## src/shared/pocr_pkg.sv

```systemverilog
package pocr_pkg;

	// ***************************************************
	// register map
	// ***************************************************
	localparam logic [7:0] OFS_SERIAL_FIRST  = 8'h92;
	localparam logic [7:0] OFS_SERIAL_LAST   = 8'hcf;
	localparam logic [7:0] OFS_DEBOUNCE      = 8'hd0;
	localparam logic [7:0] OFS_OWNER_12      = 8'hd1;
	localparam logic [7:0] OFS_SERIAL_LENGTH = 8'h15;
	localparam logic [7:0] OFS_STATUS        = 8'he0;

	localparam int         SERIAL_CHARS      = 31;
	localparam int         SERIAL_BYTES      = 62;
	localparam int         SERIAL_AW         = 6;
	localparam logic [7:0] SERIAL_LEN_MAX    = 8'h1f;
	localparam logic [7:0] REG_RESET         = 8'h00;
	localparam logic [7:0] READ_UNMAPPED     = 8'h00;

	// ***************************************************
	// owner nibble codes
	// ***************************************************
	localparam logic [3:0] OWNER_NONE        = 4'h0;
	localparam logic [3:0] OWNER_HOST_ONE    = 4'h1;
	localparam logic [3:0] OWNER_HOST_TWO    = 4'h2;
	localparam int         PORT1_LSB         = 0;
	localparam int         PORT2_LSB         = 4;
	localparam int         NIBBLE_W          = 4;

	typedef enum logic [1:0] {
		POCR_HOST_NONE = 2'h0,
		POCR_HOST_ONE  = 2'h1,
		POCR_HOST_TWO  = 2'h2
	} pocr_host_t;

	// ***************************************************
	// timing
	// ***************************************************
	localparam int CLK_MHZ       = 100;
	localparam int MS_US         = 1000;
	localparam int CYCLES_PER_MS = CLK_MHZ * MS_US;
	localparam int PIN_W         = 4;

	typedef enum logic [1:0] {
		POCR_IDLE   = 2'b00,
		POCR_WAIT   = 2'b01,
		POCR_COMMIT = 2'b11
	} pocr_state_t;

endpackage
```

## src/core/pocr_debounce.sv

```systemverilog
`timescale 1ns/1ps
`default_nettype none
module pocr_debounce
	import pocr_pkg::*;
#(
	parameter int CYCLES_MS = CYCLES_PER_MS
)(
	input  wire logic             mclk,
	input  wire logic             reset,
	input  wire logic [7:0]       delay_ms,
	input  wire logic [PIN_W-1:0] pins_in,
	output logic      [PIN_W-1:0] pins_settled,
	output logic                  settle_pulse,
	output logic                  busy
);

	pocr_state_t      state_reg;
	logic [PIN_W-1:0] sample_reg;
	logic [31:0]      tick_reg;
	logic [7:0]       ms_reg;
	logic             ms_done;

	assign ms_done = (tick_reg == 32'(CYCLES_MS - 1));
	assign busy    = (state_reg != POCR_IDLE);

	always_ff @(posedge mclk) begin
		if (reset) begin
			state_reg  <= POCR_IDLE;
			sample_reg <= '0;
			tick_reg   <= '0;
			ms_reg     <= '0;
		end else begin
			unique case (state_reg)
				POCR_IDLE: begin
					if (pins_in != pins_settled) begin
						sample_reg <= pins_in;
						tick_reg   <= '0;
						ms_reg     <= '0;
						state_reg  <= (delay_ms == REG_RESET) ? POCR_COMMIT : POCR_WAIT;
					end
				end
				POCR_WAIT: begin
					if (pins_in != sample_reg) begin
						sample_reg <= pins_in;
						tick_reg   <= '0;
						ms_reg     <= '0;
					end else if (ms_done) begin
						tick_reg <= '0;
						ms_reg   <= ms_reg + 8'h01;
						if (ms_reg + 8'h01 >= delay_ms) begin
							state_reg <= POCR_COMMIT;
						end
					end else begin
						tick_reg <= tick_reg + 32'h1;
					end
				end
				POCR_COMMIT: begin
					state_reg <= POCR_IDLE;
				end
				default: begin
					state_reg <= POCR_IDLE;
				end
			endcase
		end
	end

	always_ff @(posedge mclk) begin
		if (reset) begin
			pins_settled <= '0;
			settle_pulse <= 1'b0;
		end else begin
			settle_pulse <= (state_reg == POCR_COMMIT);
			if (state_reg == POCR_COMMIT) begin
				pins_settled <= sample_reg;
			end
		end
	end

endmodule
`default_nettype wire

```

## src/core/pocr_port_owner_config_regs.sv

```systemverilog
// Notes on behaviour
// - serial string holds 31 chars, 62 bytes
// - char low byte first, high next
// - all serial bytes reset to zero
// - wait programmed ms after pin change
// - delay debounces the four select pins
// - delay register 8 bits, resets zero
// - high nibble port two, low port one
// - reserved owner codes mean host one
// - owner register resets to unassigned
// - length register, maximum 31 characters
`timescale 1ns/1ps
`default_nettype none
module pocr_port_owner_config_regs
	import pocr_pkg::*;
#(
	parameter int CYCLES_MS = CYCLES_PER_MS
)(
	input  wire logic             mclk,
	input  wire logic             reset,
	input  wire logic [7:0]       reg_addr,
	input  wire logic [7:0]       reg_wdata,
	input  wire logic             reg_write,
	input  wire logic             reg_read,
	output logic      [7:0]       reg_rdata,
	input  wire logic [PIN_W-1:0] owner_select_pins,
	output logic      [PIN_W-1:0] owner_select_settled,
	output logic                  owner_select_change,
	output pocr_host_t            port1_owner,
	output pocr_host_t            port2_owner,
	output logic      [7:0]       serial_number_string_length_out
);

	// ***************************************************
	// decode helpers
	// ***************************************************
	function automatic pocr_host_t owner_decode(input logic [3:0] code);
		pocr_host_t h;
		h = POCR_HOST_ONE;
		unique case (code)
			OWNER_NONE:     h = POCR_HOST_NONE;
			OWNER_HOST_ONE: h = POCR_HOST_ONE;
			OWNER_HOST_TWO: h = POCR_HOST_TWO;
			default:        h = POCR_HOST_ONE;
		endcase
		return h;
	endfunction

	function automatic logic in_serial(input logic [7:0] a);
		return (a >= OFS_SERIAL_FIRST) && (a <= OFS_SERIAL_LAST);
	endfunction

	// ***************************************************
	// registers
	// ***************************************************
	logic [7:0]           switch_debounce_delay_reg;
	logic [7:0]           ports_one_two_owner_reg;
	logic [7:0]           serial_number_string_length_reg;
	logic [7:0]           rd_addr_reg;
	logic                 rd_pend_reg;
	logic [7:0]           direct_rdata_reg;
	logic [7:0]           serial_rdata;
	logic [SERIAL_AW-1:0] serial_wr_idx;
	logic [SERIAL_AW-1:0] serial_rd_idx;
	logic                 serial_wr;
	logic                 db_busy;

	assign serial_wr_idx = SERIAL_AW'(reg_addr - OFS_SERIAL_FIRST);
	assign serial_rd_idx = serial_wr_idx;
	assign serial_wr     = reg_write && in_serial(reg_addr);

	always_ff @(posedge mclk) begin
		if (reset) begin
			switch_debounce_delay_reg <= REG_RESET;
		end else if (reg_write && reg_addr == OFS_DEBOUNCE) begin
			switch_debounce_delay_reg <= reg_wdata;
		end
	end

	always_ff @(posedge mclk) begin
		if (reset) begin
			ports_one_two_owner_reg <= REG_RESET;
		end else if (reg_write && reg_addr == OFS_OWNER_12) begin
			ports_one_two_owner_reg <= reg_wdata;
		end
	end

	always_ff @(posedge mclk) begin
		if (reset) begin
			serial_number_string_length_reg <= REG_RESET;
		end else if (reg_write && reg_addr == OFS_SERIAL_LENGTH) begin
			serial_number_string_length_reg <= (reg_wdata > SERIAL_LEN_MAX) ? SERIAL_LEN_MAX : reg_wdata;
		end
	end

	assign serial_number_string_length_out = serial_number_string_length_reg;

	// ***************************************************
	// serial string storage
	// ***************************************************
	// byte addressed, low byte first
	pocr_serial_mem u_serial (
		.mclk    (mclk),
		.reset   (reset),
		.wr_en   (serial_wr),
		.wr_addr (serial_wr_idx),
		.wr_data (reg_wdata),
		.rd_addr (serial_rd_idx),
		.rd_data (serial_rdata)
	);

	// ***************************************************
	// read path
	// ***************************************************
	always_ff @(posedge mclk) begin
		if (reset) begin
			rd_addr_reg      <= REG_RESET;
			rd_pend_reg      <= 1'b0;
			direct_rdata_reg <= READ_UNMAPPED;
		end else begin
			rd_pend_reg <= reg_read;
			rd_addr_reg <= reg_addr;
			if (reg_read) begin
				if (reg_addr == OFS_DEBOUNCE) begin
					direct_rdata_reg <= switch_debounce_delay_reg;
				end else if (reg_addr == OFS_OWNER_12) begin
					direct_rdata_reg <= ports_one_two_owner_reg;
				end else if (reg_addr == OFS_SERIAL_LENGTH) begin
					direct_rdata_reg <= serial_number_string_length_reg;
				end else if (reg_addr == OFS_STATUS) begin
					direct_rdata_reg <= {3'h0, db_busy, owner_select_settled};
				end else begin
					direct_rdata_reg <= READ_UNMAPPED;
				end
			end
		end
	end

	always_comb begin
		if (!rd_pend_reg) begin
			reg_rdata = READ_UNMAPPED;
		end else if (in_serial(rd_addr_reg)) begin
			reg_rdata = serial_rdata;
		end else begin
			reg_rdata = direct_rdata_reg;
		end
	end

	// ***************************************************
	// pin debounce
	// ***************************************************
	// delay in ms before switching
	pocr_debounce #(
		.CYCLES_MS (CYCLES_MS)
	) u_debounce (
		.mclk         (mclk),
		.reset        (reset),
		.delay_ms     (switch_debounce_delay_reg),
		.pins_in      (owner_select_pins),
		.pins_settled (owner_select_settled),
		.settle_pulse (owner_select_change),
		.busy         (db_busy)
	);

	// ***************************************************
	// owner outputs
	// ***************************************************
	// nibble per port
	always_ff @(posedge mclk) begin
		if (reset) begin
			port1_owner <= POCR_HOST_NONE;
			port2_owner <= POCR_HOST_NONE;
		end else begin
			port1_owner <= owner_decode(ports_one_two_owner_reg[PORT1_LSB +: NIBBLE_W]);
			port2_owner <= owner_decode(ports_one_two_owner_reg[PORT2_LSB +: NIBBLE_W]);
		end
	end

endmodule
`default_nettype wire

```

## src/core/pocr_serial_mem.sv

```systemverilog
`timescale 1ns/1ps
`default_nettype none
module pocr_serial_mem
	import pocr_pkg::*;
(
	input  wire logic                 mclk,
	input  wire logic                 reset,
	input  wire logic                 wr_en,
	input  wire logic [SERIAL_AW-1:0] wr_addr,
	input  wire logic [7:0]           wr_data,
	input  wire logic [SERIAL_AW-1:0] rd_addr,
	output logic      [7:0]           rd_data
);

	logic [7:0] mem_reg [SERIAL_BYTES];

	always_ff @(posedge mclk) begin
		if (reset) begin
			for (int i = 0; i < SERIAL_BYTES; i++) begin
				mem_reg[i] <= REG_RESET;
			end
		end else if (wr_en) begin
			mem_reg[wr_addr] <= wr_data;
		end
	end

	always_ff @(posedge mclk) begin
		if (reset) begin
			rd_data <= REG_RESET;
		end else begin
			rd_data <= mem_reg[rd_addr];
		end
	end

endmodule
`default_nettype wire

```

## config.mk

```make
export PLATFORM = sky130hd
export DESIGN_NAME = pocr_port_owner_config_regs
export DESIGN_NICKNAME = d
export VERILOG_FILES = /design/src/shared/pocr_pkg.sv /design/src/core/pocr_debounce.sv /design/src/core/pocr_port_owner_config_regs.sv /design/src/core/pocr_serial_mem.sv
export SDC_FILE = /design/constraint.sdc
export NUM_CORES = 1
export LEC_CHECK = 0
export BUFFER_PORTS_ARGS = -buffer_cell sky130_fd_sc_hd__buf_4
export CORE_MARGIN = 4
export CORE_UTILIZATION = 40
export DETAILED_ROUTE_END_ITERATION = 10
export PLACE_DENSITY_LB_ADDON = 0.15
export SYNTH_ARGS = -nofsm -noshare
export SYNTH_HDL_FRONTEND = slang
export SYNTH_SLANG_ARGS = --single-unit
```

## constraint.sdc

```tcl
create_clock -name mclk -period 3.7 [get_ports mclk]
set_input_delay 0.37 -clock mclk [delete_from_list [all_inputs] [get_ports mclk]]
set_output_delay 0.37 -clock mclk [all_outputs]
set_load 0.02 [all_outputs]
```

==> run_results.csv <==
group,metric,value,unit
status,status,"complete, no violations",
die,start_util,40.31,%
sta,worstMarginPinSlew,1138,ps
place,io_buffers,48,
cts,htree_levels,3,
finish,largest_reg_flops,512,
sta,layout_setup_ws,768.9,ps
cts,clock-root-buffer,"clkbuf_16",
power,switchingPower,0.003761,W
drt,vias,17340,
logic_synthesis,syn-num-nets,2165,
worst_setup_path,critical_path.most_common_cell,"buf_4",
sta,rsz0062_at_grt,"false",
logic_synthesis,synthFlopType,"edfxtp_1",
power,p_leak,11.86,nW
worst_setup_path,r2r_cells,6,
min_path,hold_class,"input port to flip-flop",
worst_setup_path,cp_top_family,"buffers and inverters",
cts,cts_hold_buf,1,
power,p_seq_share,47.9,%
drt,routedWlPerCell,24.15,um
drt,first_iter_violations,1758,
die,ios,49,
die,die_area,76270,sq um
sta,fin_crit,2931,ps
logic_synthesis,yosysWarnings,0,
worst_setup_path,crit_buf_inv,4,
logic_synthesis,syn-cell-area,28770,sq um
die,dieWidth,276.2,um
place,placed_cells,3042,
sta,fin_tns_setup,0,ps
die,num_rows,98,
worst_setup_path,worst-path-max-fanout,8,
drt,drc_errors,0,
worst_setup_path,slowest_stage,"o21ai_0",
finish,n_fill_cell,6385,
logic_synthesis,postSynthCellCount,2126,
power,p_int,0.01277,W
logic_synthesis,synth-seq-cells,615,
grt,overflow,0,
logic_synthesis,async_reset_ff_share,0,%
sta,hold_viol,0,
place,gp_congestion,0.8572,
cts,clk_path_buf_depth,3,
finish,nets,2204,
cts,cts_tree,"built",
cts,ctsResizeCount,0,
worst_setup_path,required,3910,ps
worst_setup_path,path_cells,"dlygate4sd3_1 -> buf_4 -> and3b_1 -> o311ai_1 -> nor2_1 -> buf_4 -> nand2_1 -> buf_4 -> o21ai_0",
worst_setup_path,path_depth,9,
finish,stdcell_count,3170,
worst_setup_path,path_class,"input port to flip-flop",
logic_synthesis,syn_area_per_cell,13.53,sq um
flow_run,maxCapViolCount,0,
power,combPwrFrac,7.6,%
min_path,hold_depth,3,
worst_setup_path,cp-start-kind,"input port",
sta,whs,46.49,ps
die,core_area,71360,sq um
drt,vias_per_cell,5.470,
grt,grt_max_degree,68,
worst_setup_path,endpoint_kind,"flip-flop",
drt,routed_wl,76.55,mm
power,power-per-cell-area,504.8,nW/um^2
power,power_frac_clock,44.6,%
logic_synthesis,ys_types,78,
logic_synthesis,synth-edff-count,512,
drt,ant_nets,0,
grt,grt_pass1_vias,17490,
cts,cts_setup_buffers,0,
power,swShare,22.74,%
finish,post-route-util,45.90,%
finish,synthToLayoutAreaGrowth,13.86,%
sta,setup_viol,0,
sta,layout_worst_path_cycle_share,79.22,%
logic_synthesis,yosysSeqAreaShare,60.62,%
worst_setup_path,crit_arrival,3140,ps
cts,cts_sinks,615,
grt,antenna_found_initial,2,
place,dp_slack,243.2,ps
cts,clk_pin_slew_worst_paths,60,ps
grt,groute.usage.overall,20.00,%
worst_setup_path,max_stage_delay,860,ps
cts,clk_latency,610,ps
power,peakVddDrop,0.0004406,V
die,dieHeight,276.2,um
grt,grt_first_pass_wirelength,116.3,mm
cts,cts_buffers,70,
finish,drive_gt1_share,19.03,%
sta,drv_slew,0,
drt,dr.pass1.iters,5,
sta,fin_skew,16.25,ps
place,place_hpwl,48.65,mm
sta,fmax,0.3412,GHz
sta,maxSlewHeadroom,23.32,%
synth_stat cells, drive strengths merged (23+ instances only):
master	n	area, sq um
dfxtp	103	2062
nand2	111	424.2
xor2	23	201.4
and2	383	2397
mux4	135	3040
mux2i	58	580.6
o21ai	66	330.3
nand3	42	210.2
a21oi	45	225.2
and3	134	844.6
edfxtp	512	15370
buf	56	347.8
nor2	111	424.2
clkbuf	120	450.4
tightest hold or removal path, delay by kind of cell:
family / cells / cell delay [ps]
buffers and inverters: 1 / 100
muxes: 1 / 60
and+or+nand+nor: 1 / 70
cells by family (layout without fill, tap and decap cells):
group / Yosys count / count (layout) / synth area share [%]
muxes: 198 / 198 / 12.78
DFF: 615 / 615 / 60.62
buffers and inverters: 197 / 289 / 3.049
AOI/OAI and AO/OA: 193 / 193 / 4.363
and+or+nand+nor: 871 / 871 / 17.41
adders and majority gates: 15 / 15 / 0.6525
xor gates and xnor gates: 37 / 37 / 1.127
other: 0 / 2 / 0
area by class of cell:
| type | instances | area [sq um] | area share (%) |
|---|---|---|---|
| Tap cell | 950 | 1189 | 3.629 |
| Clock buffer | 85 | 1902 | 5.807 |
| Timing Repair Buffer | 143 | 1121 | 3.423 |
| Multi-Input combinational cell | 1314 | 10500 | 32.06 |
| Inverter | 21 | 78.83 | 0.2407 |
| Clock inverter | 40 | 519.2 | 1.585 |
| Antenna cell | 2 | 5.005 | 0.01528 |
| Sequential cell | 615 | 17440 | 53.24 |
per-layer routing:
metal / wire length (um) / vias to the layer above / track usage [%]
met3: 4369 / 82 / 3.352
met5: 0 / - / 0
met2: 36030 / 520 / 31.64
met1: 34730 / 8789 / 28.98
li1: - / 7948 / -
met4: 1413 / 0 / 5.068
stage by stage:
stage                     total power (W)  instance area (sq um)
after floorplan                  0.008793                  28770
after global placement           0.009309                  30320
after detailed placement         0.009322                  30320
after CTS                         0.01669                  32750
after global routing              0.01709                  32750
final                             0.01654                  32750
power by group through the flow:
| stage | registers, W | clock network (W) | logic, W |
|---|---|---|---|
| after floorplan | 0.00799 | 0 | 0.000804 |
| after global placement | 0.00806 | 0 | 0.00125 |
| after detailed placement | 0.00806 | 0 | 0.00126 |
| after global routing | 0.00794 | 0.00782 | 0.00134 |
| after CTS | 0.00792 | 0.00750 | 0.00127 |
| final | 0.00792 | 0.00737 | 0.00125 |
path summary, 6_finish.rpt:
path / slack [ps] / endpoint / from
worst min register to register: 470 / direct_rdata_reg[4] / direct_rdata_reg[4]
worst max-delay path: 770 / u_serial.mem_reg[18][2] / reg_addr[7]
worst max register to register: 1030 / u_debounce.tick_reg[28] / u_debounce.sample_reg[1]
worst min-delay path: 50 / u_debounce.sample_reg[1] / owner_select_pins[1]
cells in the final DEF (no fill, tap or decap), drive strengths merged, types with 4 or more instances in the layout:
master	Yosys	layout
edfxtp	512	512
and2	383	383
buf	56	142
mux4	135	135
and3	134	134
nand2	111	111
nor2	111	111
dfxtp	103	103
clkbuf	120	85
o21ai	66	66
mux2i	58	58
a21oi	45	45
nand3	42	42
inv	21	24
xor2	23	23
clkinv	0	23
nor2b	19	19
ha	15	15
xnor2	14	14
a211oi	12	12
bufinv	0	12
nand2b	11	11
nor4	11	11
a22oi	10	10
nor3	9	9
or3	8	8
o22ai	7	7
nand4	7	7
nor3b	5	5
o221a	5	5
or4	5	5
a221oi	5	5
a21o	5	5
mux2	5	5
a31oi	5	5
and4	4	4
Power figures use the tool's default switching activity.
